### config.mk
export PLATFORM = sky130hd
export DESIGN_NAME = unknown_frame_forward_control
export DESIGN_NICKNAME = d
export VERILOG_FILES = /design/src/design/fwd_ctrl_pkg.sv /design/src/design/port_map_decode.sv /design/src/design/unknown_frame_forward_control.sv
export SDC_FILE = /design/constraint.sdc
export NUM_CORES = 1
export LEC_CHECK = 0
export ABC_CLOCK_PERIOD_IN_PS = 3140
export BUFFER_PORTS_ARGS = -buffer_cell sky130_fd_sc_hd__buf_2
export CAP_MARGIN = 30
export CORE_MARGIN = 2
export CORE_UTILIZATION = 49
export DETAILED_ROUTE_END_ITERATION = 6
export PLACE_DENSITY = 0.87
export SETUP_SLACK_MARGIN = 0.5
export SYNTH_ARGS = -nofsm -noshare
export SYNTH_HDL_FRONTEND = slang
export SYNTH_HIERARCHICAL = 1
export SYNTH_SLANG_ARGS = --single-unit
### constraint.sdc
create_clock -name clk_i -period 3.14 [get_ports clk_i]
set_clock_uncertainty 0.1 [all_clocks]
set_input_delay 0.314 -clock clk_i [delete_from_list [all_inputs] [get_ports clk_i]]
set_output_delay 0.314 -clock clk_i [all_outputs]
set_load 0.005 [all_outputs]
### src/design/fwd_ctrl_pkg.sv
package fwd_ctrl_pkg;

	// ******************************
	// Register indices (byte address is four times the index)
	// ******************************
	localparam logic [9:0] IDX_OWN_MAC_0    = 10'h0_068;
	localparam logic [9:0] IDX_OWN_MAC_5    = 10'h0_06D;
	localparam logic [9:0] IDX_UNK_MCAST    = 10'h0_084;
	localparam logic [9:0] IDX_UNK_VLAN     = 10'h0_085;
	localparam logic [9:0] IDX_SELF_IPMC    = 10'h0_086;
	localparam logic [9:0] IDX_RATE_TAG     = 10'h0_087;
	localparam int         ADDR_W           = 12;

	// ******************************
	// Field positions and reset values
	// ******************************
	localparam int         FWD_EN_BIT       = 5;
	localparam int         MAP_W            = 5;
	localparam int         SELF_FILT_BIT    = 6;
	localparam int         RL_PERIOD_LSB    = 4;
	localparam int         QUEUE_EGR_BIT    = 3;
	localparam int         TAG_SEL_BIT      = 2;
	localparam logic [1:0] UNK_MCAST_RSVD   = 2'h1;
	localparam logic [1:0] RL_PERIOD_RESET  = 2'h1;
	localparam logic [1:0] RL_PERIOD_16     = 2'h0;
	localparam logic [1:0] RL_PERIOD_64     = 2'h1;
	localparam logic [4:0] MAP_RESET        = 5'h00;
	localparam logic [7:0] MAC_BYTE_RESET   = 8'h00;

	// ******************************
	// AXI responses
	// ******************************
	localparam logic [1:0] RESP_OKAY        = 2'h0;
	localparam logic [1:0] RESP_SLVERR      = 2'h2;

	// ******************************
	// Timing
	// ******************************
	localparam longint     CLK_HZ           = 64'd10_000_000;
	localparam longint     PERIOD_A_MS      = 64'd16;
	localparam longint     PERIOD_B_MS      = 64'd64;
	localparam longint     PERIOD_C_MS      = 64'd256;
	localparam longint     MS_PER_S         = 64'd1000;

	localparam int         PORTS            = 5;

	typedef enum logic [1:0] {
		KIND_KNOWN,
		KIND_UNK_MCAST,
		KIND_UNK_IP_MCAST,
		KIND_UNK_VLAN
	} frame_kind_type;

endpackage

### src/design/port_map_decode.sv
`timescale 1ns/1ns
module port_map_decode
	import fwd_ctrl_pkg::*;
#(
	parameter int MAP_WIDTH = 5
) (
	input  wire logic                 enable_i,
	input  wire logic [MAP_WIDTH-1:0] map_i,
	input  wire logic [MAP_WIDTH-1:0] normal_ports_i,
	output logic      [MAP_WIDTH-1:0] ports_o,
	output logic                      supported_o
);
	initial begin
		if (MAP_WIDTH != MAP_W)
			$error("port_map_decode: map width must match the port count");
	end

	// Bit n of the map names port n+1; bit 4 is the processor port
	wire logic [MAP_WIDTH-1:0] thermo;
	assign thermo      = map_i & ~(map_i + 1'b1);
	assign supported_o = (thermo == map_i);
	// Unlisted maps are passed through raw; only thermometer codes are guaranteed
	assign ports_o     = enable_i ? map_i : normal_ports_i;
endmodule

### src/design/unknown_frame_forward_control.sv
`timescale 1ns/1ns
// What this block does
// Unknown multicast enable applies its port map
// Non-IP multicast class excludes IP multicast
// Unknown multicast map: 00000 drop, thermometer ports
// Unknown VLAN enable applies its port map
// Unknown VLAN map: 00000 drop, thermometer ports
// Self-address filter drops own-address frames
// Filter at egress against own MAC registers
// Unknown IP multicast enable applies its map
// Unknown IP multicast map decoded likewise
// Rate period field selects 16/64/256 ms
// Bit 3 selects port or queue egress limiting
// Tag select on: per-egress per-source insert settings
// Tag select off: each source port's insert bit
// Map bit n means port n+1
module unknown_frame_forward_control
	import fwd_ctrl_pkg::*;
#(
	parameter int N_PORTS     = 5,
	parameter int PERIOD_A_CY = int'(PERIOD_A_MS * CLK_HZ / MS_PER_S),
	parameter int PERIOD_B_CY = int'(PERIOD_B_MS * CLK_HZ / MS_PER_S),
	parameter int PERIOD_C_CY = int'(PERIOD_C_MS * CLK_HZ / MS_PER_S)
) (
	input  wire logic                         clk_i,
	input  wire logic                         rst_n_i,
	input  wire logic [fwd_ctrl_pkg::ADDR_W-1:0] s_axi_awaddr,
	input  wire logic                         s_axi_awvalid,
	output logic                              s_axi_awready,
	input  wire logic [31:0]                  s_axi_wdata,
	input  wire logic [3:0]                   s_axi_wstrb,
	input  wire logic                         s_axi_wvalid,
	output logic                              s_axi_wready,
	output logic [1:0]                        s_axi_bresp,
	output logic                              s_axi_bvalid,
	input  wire logic                         s_axi_bready,
	input  wire logic [fwd_ctrl_pkg::ADDR_W-1:0] s_axi_araddr,
	input  wire logic                         s_axi_arvalid,
	output logic                              s_axi_arready,
	output logic [31:0]                       s_axi_rdata,
	output logic [1:0]                        s_axi_rresp,
	output logic                              s_axi_rvalid,
	input  wire logic                         s_axi_rready,
	input  wire logic                         frame_valid_i,
	input  wire fwd_ctrl_pkg::frame_kind_type frame_kind_i,
	input  wire logic [N_PORTS-1:0]           normal_ports_i,
	input  wire logic [47:0]                  dest_mac_i,
	input  wire logic [2:0]                   src_port_i,
	input  wire logic [N_PORTS-1:0]           port_tag_insert_i,
	input  wire logic [N_PORTS*N_PORTS-1:0]   egress_src_insert_i,
	output logic                              fwd_valid_o,
	output logic [N_PORTS-1:0]                fwd_ports_o,
	output logic                              fwd_drop_o,
	output logic                              fwd_map_supported_o,
	output logic [N_PORTS-1:0]                tag_insert_o,
	output logic                              queue_egress_limit_o,
	output logic                              rate_period_tick_o
);
	import fwd_ctrl_pkg::*;

	initial begin
		if (N_PORTS != PORTS)
			$error("unknown_frame_forward_control: only five ports are served");
		if (PERIOD_A_CY < 1 || PERIOD_B_CY < 1 || PERIOD_C_CY < 1)
			$error("unknown_frame_forward_control: periods must be at least one cycle");
	end

	// ******************************
	// Register state
	// ******************************
	logic                 unk_mcast_en;
	logic [MAP_W-1:0]     unk_mcast_map;
	logic                 unk_vlan_en;
	logic [MAP_W-1:0]     unk_vlan_map;
	logic                 self_filt_en;
	logic                 unk_ipmc_en;
	logic [MAP_W-1:0]     unk_ipmc_map;
	logic [1:0]           rl_period;
	logic                 queue_egress;
	logic                 tag_sel_en;
	logic [7:0]           own_mac [6];

	// ******************************
	// AXI4-Lite write channel
	// ******************************
	logic                 aw_held;
	logic                 w_held;
	logic [ADDR_W-1:0]    aw_addr;
	logic [7:0]           w_byte;
	logic                 w_lane0;

	wire logic            aw_take;
	wire logic            w_take;
	wire logic            do_write;
	wire logic [9:0]      wr_idx;
	wire logic            wr_mac;
	wire logic            wr_hit;
	wire logic [7:0]      wr_val;
	wire logic [2:0]      wr_mac_sel;

	assign aw_take    = s_axi_awvalid && s_axi_awready;
	assign w_take     = s_axi_wvalid && s_axi_wready;
	assign do_write   = aw_held && w_held && !s_axi_bvalid;
	assign wr_idx     = aw_addr[ADDR_W-1:2];
	assign wr_mac     = (wr_idx >= IDX_OWN_MAC_0) && (wr_idx <= IDX_OWN_MAC_5);
	assign wr_hit     = wr_mac || (wr_idx >= IDX_UNK_MCAST && wr_idx <= IDX_RATE_TAG);
	assign wr_val     = w_byte;
	assign wr_mac_sel = 3'(wr_idx - IDX_OWN_MAC_0);

	always_ff @(posedge clk_i) begin
		if (!rst_n_i) begin
			aw_held       <= 1'b0;
			w_held        <= 1'b0;
			aw_addr       <= '0;
			w_byte        <= '0;
			w_lane0       <= 1'b0;
			s_axi_awready <= 1'b0;
			s_axi_wready  <= 1'b0;
			s_axi_bvalid  <= 1'b0;
			s_axi_bresp   <= RESP_OKAY;
		end else begin
			if (aw_take) begin
				aw_held <= 1'b1;
				aw_addr <= s_axi_awaddr;
			end
			if (w_take) begin
				w_held  <= 1'b1;
				w_byte  <= s_axi_wdata[7:0];
				w_lane0 <= s_axi_wstrb[0];
			end
			if (do_write) begin
				aw_held      <= 1'b0;
				w_held       <= 1'b0;
				s_axi_bvalid <= 1'b1;
				s_axi_bresp  <= wr_hit ? RESP_OKAY : RESP_SLVERR;
			end else if (s_axi_bvalid && s_axi_bready) begin
				s_axi_bvalid <= 1'b0;
			end
			// Ready drops after each take and stays low until the write completes, so a held item is never overwritten
			s_axi_awready <= !aw_held && !aw_take && !do_write;
			s_axi_wready  <= !w_held && !w_take && !do_write;
		end
	end

	// ******************************
	// Register writes
	// ******************************
	wire logic            wr_en;
	assign wr_en = do_write && w_lane0;

	always_ff @(posedge clk_i) begin
		if (!rst_n_i) begin
			unk_mcast_en  <= 1'b0;
			unk_mcast_map <= MAP_RESET;
			unk_vlan_en   <= 1'b0;
			unk_vlan_map  <= MAP_RESET;
			self_filt_en  <= 1'b0;
			unk_ipmc_en   <= 1'b0;
			unk_ipmc_map  <= MAP_RESET;
			rl_period     <= RL_PERIOD_RESET;
			queue_egress  <= 1'b0;
			tag_sel_en    <= 1'b0;
			for (int i = 0; i < 6; i++) begin
				own_mac[i] <= MAC_BYTE_RESET;
			end
		end else if (wr_en) begin
			unique case (wr_idx)
				IDX_UNK_MCAST: begin
					unk_mcast_en  <= wr_val[FWD_EN_BIT];
					unk_mcast_map <= wr_val[MAP_W-1:0];
				end
				IDX_UNK_VLAN: begin
					unk_vlan_en  <= wr_val[FWD_EN_BIT];
					unk_vlan_map <= wr_val[MAP_W-1:0];
				end
				IDX_SELF_IPMC: begin
					self_filt_en <= wr_val[SELF_FILT_BIT];
					unk_ipmc_en  <= wr_val[FWD_EN_BIT];
					unk_ipmc_map <= wr_val[MAP_W-1:0];
				end
				IDX_RATE_TAG: begin
					rl_period    <= wr_val[RL_PERIOD_LSB+:2];
					queue_egress <= wr_val[QUEUE_EGR_BIT];
					tag_sel_en   <= wr_val[TAG_SEL_BIT];
				end
				default: begin
					if (wr_mac)
						own_mac[wr_mac_sel] <= wr_val;
				end
			endcase
		end
	end

	// ******************************
	// AXI4-Lite read channel
	// ******************************
	wire logic            ar_take;
	wire logic [9:0]      rd_idx;
	wire logic            rd_mac;
	wire logic [2:0]      rd_mac_sel;
	wire logic [7:0]      rd_unk_mcast;
	wire logic [7:0]      rd_unk_vlan;
	wire logic [7:0]      rd_self_ipmc;
	wire logic [7:0]      rd_rate_tag;
	logic [7:0]           rd_val;
	logic                 rd_hit;

	assign ar_take      = s_axi_arvalid && s_axi_arready;
	assign rd_idx       = s_axi_araddr[ADDR_W-1:2];
	assign rd_mac       = (rd_idx >= IDX_OWN_MAC_0) && (rd_idx <= IDX_OWN_MAC_5);
	assign rd_mac_sel   = 3'(rd_idx - IDX_OWN_MAC_0);
	assign rd_unk_mcast = {UNK_MCAST_RSVD, unk_mcast_en, unk_mcast_map};
	assign rd_unk_vlan  = {2'b00, unk_vlan_en, unk_vlan_map};
	assign rd_self_ipmc = {1'b0, self_filt_en, unk_ipmc_en, unk_ipmc_map};
	assign rd_rate_tag  = {2'b00, rl_period, queue_egress, tag_sel_en, 2'b00};

	always_comb begin
		rd_hit = 1'b1;
		unique case (rd_idx)
			IDX_UNK_MCAST: rd_val = rd_unk_mcast;
			IDX_UNK_VLAN:  rd_val = rd_unk_vlan;
			IDX_SELF_IPMC: rd_val = rd_self_ipmc;
			IDX_RATE_TAG:  rd_val = rd_rate_tag;
			default: begin
				rd_hit = rd_mac;
				rd_val = rd_mac ? own_mac[rd_mac_sel] : 8'h00;
			end
		endcase
	end

	always_ff @(posedge clk_i) begin
		if (!rst_n_i) begin
			s_axi_arready <= 1'b0;
			s_axi_rvalid  <= 1'b0;
			s_axi_rdata   <= '0;
			s_axi_rresp   <= RESP_OKAY;
		end else begin
			if (ar_take) begin
				s_axi_rvalid <= 1'b1;
				s_axi_rdata  <= {24'h00_0000, rd_val};
				s_axi_rresp  <= rd_hit ? RESP_OKAY : RESP_SLVERR;
			end else if (s_axi_rvalid && s_axi_rready) begin
				s_axi_rvalid <= 1'b0;
			end
			s_axi_arready <= !s_axi_rvalid && !ar_take;
		end
	end

	// ******************************
	// Unknown-class forwarding decision
	// ******************************
	wire logic [MAP_W-1:0] mcast_ports;
	wire logic [MAP_W-1:0] vlan_ports;
	wire logic [MAP_W-1:0] ipmc_ports;
	wire logic             mcast_ok;
	wire logic             vlan_ok;
	wire logic             ipmc_ok;

	// Maps decode as port sets; all-zero yields an empty set, a drop
	port_map_decode #(.MAP_WIDTH(MAP_W)) mcast_dec (
		.enable_i       (unk_mcast_en),
		.map_i          (unk_mcast_map),
		.normal_ports_i (normal_ports_i),
		.ports_o        (mcast_ports),
		.supported_o    (mcast_ok)
	);
	port_map_decode #(.MAP_WIDTH(MAP_W)) vlan_dec (
		.enable_i       (unk_vlan_en),
		.map_i          (unk_vlan_map),
		.normal_ports_i (normal_ports_i),
		.ports_o        (vlan_ports),
		.supported_o    (vlan_ok)
	);
	port_map_decode #(.MAP_WIDTH(MAP_W)) ipmc_dec (
		.enable_i       (unk_ipmc_en),
		.map_i          (unk_ipmc_map),
		.normal_ports_i (normal_ports_i),
		.ports_o        (ipmc_ports),
		.supported_o    (ipmc_ok)
	);

	logic [N_PORTS-1:0]   class_ports;
	logic                 class_ok;

	// IP multicast never takes the non-IP map
	always_comb begin
		unique case (frame_kind_i)
			KIND_UNK_MCAST: begin
				class_ports = mcast_ports;
				class_ok    = mcast_ok || !unk_mcast_en;
			end
			KIND_UNK_IP_MCAST: begin
				class_ports = ipmc_ports;
				class_ok    = ipmc_ok || !unk_ipmc_en;
			end
			KIND_UNK_VLAN: begin
				class_ports = vlan_ports;
				class_ok    = vlan_ok || !unk_vlan_en;
			end
			default: begin
				class_ports = normal_ports_i;
				class_ok    = 1'b1;
			end
		endcase
	end

	// Own-address check clears the egress set, after forwarding chose it
	wire logic [47:0]        own_addr;
	wire logic               to_self;
	wire logic [N_PORTS-1:0] next_ports;

	assign own_addr   = {own_mac[0], own_mac[1], own_mac[2],
	                     own_mac[3], own_mac[4], own_mac[5]};
	assign to_self    = self_filt_en && (dest_mac_i == own_addr);
	assign next_ports = to_self ? '0 : class_ports;

	// ******************************
	// Tag insertion selection
	// ******************************
	logic [N_PORTS-1:0]   next_tag;

	always_comb begin
		for (int e = 0; e < N_PORTS; e++) begin
			if (tag_sel_en)
				next_tag[e] = egress_src_insert_i[e*N_PORTS + int'(src_port_i)];
			else
				next_tag[e] = port_tag_insert_i[src_port_i];
		end
	end

	always_ff @(posedge clk_i) begin
		if (!rst_n_i) begin
			fwd_valid_o         <= 1'b0;
			fwd_ports_o         <= '0;
			fwd_drop_o          <= 1'b0;
			fwd_map_supported_o <= 1'b1;
			tag_insert_o        <= '0;
		end else begin
			fwd_valid_o <= frame_valid_i;
			if (frame_valid_i) begin
				fwd_ports_o         <= next_ports;
				fwd_drop_o          <= (next_ports == '0);
				fwd_map_supported_o <= class_ok;
				tag_insert_o        <= next_tag;
			end
		end
	end

	// ******************************
	// Rate-limit unit period and egress scheme
	// ******************************
	localparam int CNT_W = $clog2(PERIOD_C_CY + 1);
	logic [CNT_W-1:0]     period_cnt;
	wire logic [CNT_W-1:0] period_last;

	assign period_last = (rl_period == RL_PERIOD_16) ? CNT_W'(PERIOD_A_CY - 1) :
	                     (rl_period == RL_PERIOD_64) ? CNT_W'(PERIOD_B_CY - 1) :
	                                                   CNT_W'(PERIOD_C_CY - 1);

	always_ff @(posedge clk_i) begin
		if (!rst_n_i) begin
			period_cnt           <= '0;
			rate_period_tick_o   <= 1'b0;
			queue_egress_limit_o <= 1'b0;
		end else begin
			// A shortened period restarts cleanly instead of running to wrap
			if (period_cnt >= period_last) begin
				period_cnt         <= '0;
				rate_period_tick_o <= 1'b1;
			end else begin
				period_cnt         <= period_cnt + 1'b1;
				rate_period_tick_o <= 1'b0;
			end
			queue_egress_limit_o <= queue_egress;
		end
	end
endmodule

==> report_table.html <==
<table>
<tr><th>Metric</th><th>Value</th></tr>
<tr><th colspan="2">Job</th></tr>
<tr><td>Max-capacitance violation count</td><td>0</td></tr>
<tr><th colspan="2">CTS</th></tr>
<tr><td># clock sinks</td><td>160</td></tr>
<tr><td>Maximum root-to-sink buffer count</td><td>2</td></tr>
<tr><td>Number of H-tree branching levels</td><td>4</td></tr>
<tr><td>TritonCTS clock tree</td><td>done</td></tr>
<tr><td>Root buffer selected by CTS</td><td>sky130_fd_sc_hd__clkbuf_16</td></tr>
<tr><td>Post-CTS Setup Bufs</td><td>0</td></tr>
<tr><td>TritonCTS Buffers</td><td>17</td></tr>
<tr><td>Clock-pin slew reported for the worst setup and hold paths after clock tree synthesis</td><td>0.07 ns</td></tr>
<tr><td>Worst skew pair latency</td><td>0.44 ns</td></tr>
<tr><th colspan="2">Placed design</th></tr>
<tr><td>Post-DP HPWL</td><td>16.5 mm</td></tr>
<tr><td>Routability congestion estimate from global placement</td><td>0.926</td></tr>
<tr><td>Port buffer count</td><td>154</td></tr>
<tr><td>Number of cells after detailed placement</td><td>1,206</td></tr>
<tr><th colspan="2">Synthesis</th></tr>
<tr><td>Mean instance size in the synthesized netlist</td><td>10.6 um2</td></tr>
<tr><td>Most frequently used flop master after synthesis</td><td>sky130_fd_sc_hd__dfxtp_1</td></tr>
<tr><td>Netlist cell types</td><td>66</td></tr>
<tr><td>Async S/R FF share, synth</td><td>0%</td></tr>
<tr><td>Top-area cell type share of the netlist area</td><td>21.7%</td></tr>
<tr><td>Leading cell types by total area after synthesis</td><td>sky130_fd_sc_hd__dfxtp_1 22%, sky130_fd_sc_hd__edfxtp_1 22%, sky130_fd_sc_hd__mux4_2 11%</td></tr>
<tr><td>Post-synthesis cell type with the largest combined area</td><td>sky130_fd_sc_hd__dfxtp_1</td></tr>
<tr><td>Synth Cell Area</td><td>0.00886 mm2</td></tr>
<tr><td>Proportion of synthesized chip area in sequential cells</td><td>43.4%</td></tr>
<tr><td>Yosys warning count</td><td>6</td></tr>
<tr><td>FF+latch count, synth</td><td>160</td></tr>
<tr><td>Number of enable-type register cells in the synthesized netlist</td><td>64</td></tr>
<tr><td>Post-synthesis cell count</td><td>836</td></tr>
<tr><th colspan="2">Routing</th></tr>
<tr><td>Detail Route Antenna Nets</td><td>0</td></tr>
<tr><td>Initial DRC Count</td><td>598</td></tr>
<tr><td>Final Routed Wirelength</td><td>23.2 mm</td></tr>
<tr><td>Average via count per standard cell</td><td>5.72</td></tr>
<tr><td>Overall via count from detail_route</td><td>7,084</td></tr>
<tr><td>Wirelength per Cell</td><td>18.7 um</td></tr>
<tr><td>Number of search-and-repair iterations in the first detailed-routing pass</td><td>5</td></tr>
<tr><td>Final routed DRC violation total</td><td>0</td></tr>
<tr><th colspan="2">Power</th></tr>
<tr><td>Power per unit of standard cell area</td><td>475 mW/mm2</td></tr>
<tr><td>Worst ir drop on vdd</td><td>0.422 mV</td></tr>
<tr><td>Total Power Consumption</td><td>4940 uW</td></tr>
<tr><td>Static Leak</td><td>0.00427 uW</td></tr>
<tr><th colspan="2">Finish</th></tr>
<tr><td>Area delta synth-&gt;final</td><td>17.5%</td></tr>
<tr><td>Layout filler cell count</td><td>1,437</td></tr>
<tr><td>Antenna diodes</td><td>0</td></tr>
<tr><td>Final #Nets</td><td>1,173</td></tr>
<tr><td>Area occupied by multi-input gates</td><td>0.00467 mm2</td></tr>
<tr><td>Non-filler cells in the finished layout</td><td>1,238</td></tr>
<tr><td>Reg area</td><td>0.00384 mm2</td></tr>
<tr><td>Proportion of layout cells with a drive suffix above 1</td><td>28.0%</td></tr>
<tr><th colspan="2">STA</th></tr>
<tr><td>Worst slew margin relative to its limit</td><td>49.9%</td></tr>
<tr><td>Part of the cycle the worst path needs</td><td>79.7%</td></tr>
<tr><td>Measured slew at the worst slew-check pin</td><td>0.748 ns</td></tr>
<tr><td>Unrepaired setup endpoints after global routing</td><td>false</td></tr>
<tr><td>Hold WS</td><td>0.0100 ns</td></tr>
<tr><td>Total of endpoints with negative setup slack in the final report</td><td>0</td></tr>
<tr><td>Final Hold Vio Count</td><td>0</td></tr>
<tr><td>Pins Over Slew Limit</td><td>0</td></tr>
<tr><td>Fmax</td><td>400 MHz</td></tr>
<tr><td>Total Neg Setup Slack</td><td>0 ns</td></tr>
<tr><td>Post-layout minimum cycle time</td><td>2.50 ns</td></tr>
<tr><th colspan="2">Global route</th></tr>
<tr><td>Antenna violations before repair</td><td>0</td></tr>
<tr><td>Largest net degree at the start of global routing</td><td>54</td></tr>
<tr><td>Vias in the first global route</td><td>7,077</td></tr>
<tr><td>First-pass GRT wire length</td><td>36.9 mm</td></tr>
<tr><td>Overall global routing resource usage</td><td>24.3%</td></tr>
<tr><td>Overflow left after global routing</td><td>0</td></tr>
<tr><th colspan="2">Floorplan</th></tr>
<tr><td>Die width</td><td>138 um</td></tr>
<tr><td>Placeable core area</td><td>0.0178 mm2</td></tr>
<tr><td>Total Die Area</td><td>0.0192 mm2</td></tr>
<tr><td>Height of the die</td><td>138 um</td></tr>
<tr><td>Total I/O pin count</td><td>212</td></tr>
<tr><td>Starting Density</td><td>49.6%</td></tr>
<tr><td>Std-Cell Rows</td><td>49</td></tr>
<tr><th colspan="2">Worst setup path</th></tr>
<tr><td>Type of the worst setup path</td><td>reg -&gt; reg</td></tr>
<tr><td>Crit. End Element</td><td>register</td></tr>
<tr><td>Largest fanout on the critical path</td><td>11</td></tr>
<tr><td>Worst path arrival time</td><td>2.53 ns</td></tr>
<tr><td>Worst Path Required</td><td>3.17 ns</td></tr>
<tr><td>Worst setup SP type</td><td>register</td></tr>
<tr><th colspan="2">Run status</th></tr>
<tr><td>Run status</td><td>finished clean</td></tr>
<tr><th colspan="2">Min path</th></tr>
<tr><td>Class of the most critical hold timing path</td><td>in -&gt; reg</td></tr>
</table>
## cells in the mapped netlist, types with 3 or more instances
library cell / count
sky130_fd_sc_hd__nand4_1: 8
sky130_fd_sc_hd__inv_1: 31
sky130_fd_sc_hd__a21oi_1: 42
sky130_fd_sc_hd__o22ai_1: 4
sky130_fd_sc_hd__and3_1: 15
sky130_fd_sc_hd__buf_2: 13
sky130_fd_sc_hd__a211oi_1: 3
sky130_fd_sc_hd__xor2_1: 41
sky130_fd_sc_hd__nor2b_1: 14
sky130_fd_sc_hd__nor2_1: 63
sky130_fd_sc_hd__edfxtp_1: 64
sky130_fd_sc_hd__xnor2_1: 14
sky130_fd_sc_hd__nand2b_1: 10
sky130_fd_sc_hd__clkbuf_1: 24
sky130_fd_sc_hd__nand2_1: 80
sky130_fd_sc_hd__buf_4: 30
sky130_fd_sc_hd__and3b_1: 3
sky130_fd_sc_hd__dfxtp_1: 96
sky130_fd_sc_hd__o21ai_0: 21
sky130_fd_sc_hd__mux2i_1: 24
sky130_fd_sc_hd__ha_1: 21
sky130_fd_sc_hd__o211ai_1: 4
sky130_fd_sc_hd__mux2_2: 25
sky130_fd_sc_hd__and2_1: 44
sky130_fd_sc_hd__a22oi_1: 8
sky130_fd_sc_hd__nor3_1: 11
sky130_fd_sc_hd__nand3_1: 16
sky130_fd_sc_hd__nor4_1: 12
sky130_fd_sc_hd__mux4_2: 43
sky130_fd_sc_hd__a32o_1: 6
sky130_fd_sc_hd__a31oi_1: 3
sky130_fd_sc_hd__a2111oi_2: 3
## worst max-delay path, cell delays in order, from the launching register on
cell	delay [ns]
sky130_fd_sc_hd__dfxtp_1	0.32
sky130_fd_sc_hd__nor3_1	0.30
sky130_fd_sc_hd__and3_1	0.22
sky130_fd_sc_hd__nand2_1	0.14
sky130_fd_sc_hd__nor3_1	0.20
sky130_fd_sc_hd__buf_4	0.21
sky130_fd_sc_hd__and3b_1	0.40
sky130_fd_sc_hd__nand2b_4	0.30
## placed cells by master, fill, tap and decap left out, types with 3 or more instances in the layout
cell type and count:
sky130_fd_sc_hd__nand4_1 8, sky130_fd_sc_hd__a32o_1 6, sky130_fd_sc_hd__a31oi_1 3, sky130_fd_sc_hd__a21oi_1 42
sky130_fd_sc_hd__buf_2 154, sky130_fd_sc_hd__mux2i_1 24, sky130_fd_sc_hd__mux2_2 25, sky130_fd_sc_hd__and3_1 15
sky130_fd_sc_hd__nand2_1 80, sky130_fd_sc_hd__inv_6 5, sky130_fd_sc_hd__xnor2_1 14, sky130_fd_sc_hd__clkbuf_16 19
sky130_fd_sc_hd__nand3_1 16, sky130_fd_sc_hd__o22ai_1 4, sky130_fd_sc_hd__nor4_1 12, sky130_fd_sc_hd__and2_1 44
sky130_fd_sc_hd__mux4_2 43, sky130_fd_sc_hd__o211ai_1 4, sky130_fd_sc_hd__nor2_1 63, sky130_fd_sc_hd__nand2b_1 8
sky130_fd_sc_hd__inv_1 31, sky130_fd_sc_hd__a2111oi_2 3, sky130_fd_sc_hd__nor3_1 11, sky130_fd_sc_hd__xor2_1 41
sky130_fd_sc_hd__a22oi_1 8, sky130_fd_sc_hd__o21ai_0 21, sky130_fd_sc_hd__nor2b_1 14, sky130_fd_sc_hd__conb_1 42
sky130_fd_sc_hd__buf_4 14, sky130_fd_sc_hd__ha_1 21, sky130_fd_sc_hd__edfxtp_1 64, sky130_fd_sc_hd__dfxtp_1 95
## path summary, 6_finish.rpt
check	startpoint	end	depth (start not counted)	slack, ns
setup / recovery	aw_addr[6]	own_mac[1][3]	7	0.64
hold / removal	s_axi_wstrb[0]	w_lane0	3	0.01
setup reg to reg	aw_addr[6]	own_mac[1][3]	7	0.64
hold reg to reg	s_axi_rvalid	s_axi_arready	1	0.36
## through the flow
stage	utilization, %	instance area [um2]	setup WS (ns)
after floorplan	-	9040	0.511
after global placement	54.8	9780	0.551
after detailed placement	54.8	9780	0.497
after CTS	58.3	10400	0.541
after global routing	58.3	10400	0.501
final	58.3	10400	0.637
## where the power goes
group / switching [uW] / total (uW) / leakage [uW] / internal (uW)
logic: 262 / 514 / 0.00253 / 252
clock network: 905 / 2140 / 0.000301 / 1230
registers: 64.7 / 2290 / 0.00144 / 2220
total: 1230 / 4940 / 0.00427 / 3710
## metal layers
layer | track usage, % | part of all wire (%) | routed length [um] | up-vias
met1 | 30.5 | 39 | 9110 | 3396
met5 | 0 | 0 | 0 | -
met3 | 4.64 | 8.2 | 1900 | 48
met4 | 10.9 | 3.2 | 741 | 0
met2 | 41.1 | 49 | 11500 | 369
li1 | - | - | - | 3271
## area by class of cell
cell class / instances / share of cell area [%]
Tap cell: 229 / 2.75
Clock inverter: 10 / 1.07
Timing Repair Buffer: 168 / 8.41
Clock buffer: 22 / 4.77
Inverter: 33 / 1.19
Sequential cell: 160 / 36.9
Multi-Input combinational cell: 616 / 44.9
## logic make-up after synthesis
group | synth area share (%)
AOI/OAI and AO/OA | 8.18
buffers and inverters | 5.79
adders and majority gates | 2.97
and+or+nand+nor | 17.1
DFF | 43.4
other | 0.0423
muxes | 17.1
xor gates and xnor gates | 5.44
## state kept, by name, indices dropped and copies added (netlist names), 2 cells and up
register       cells
aw_addr           10
unk_vlan_map       5
unk_ipmc_map       5
fwd_ports_o        5
s_axi_rdata        8
own_mac           64
w_byte             8
tag_insert_o       5
period_cnt        22
unk_mcast_map      5
rl_period          2
## what timing repair did
item                                    CTS  global route
gates resized for setup                   1             5
endpoints found under the setup margin    8            38
endpoints found under the hold margin     0             0
hold buffers                              0             0
(Power assumes the default switching activity.)
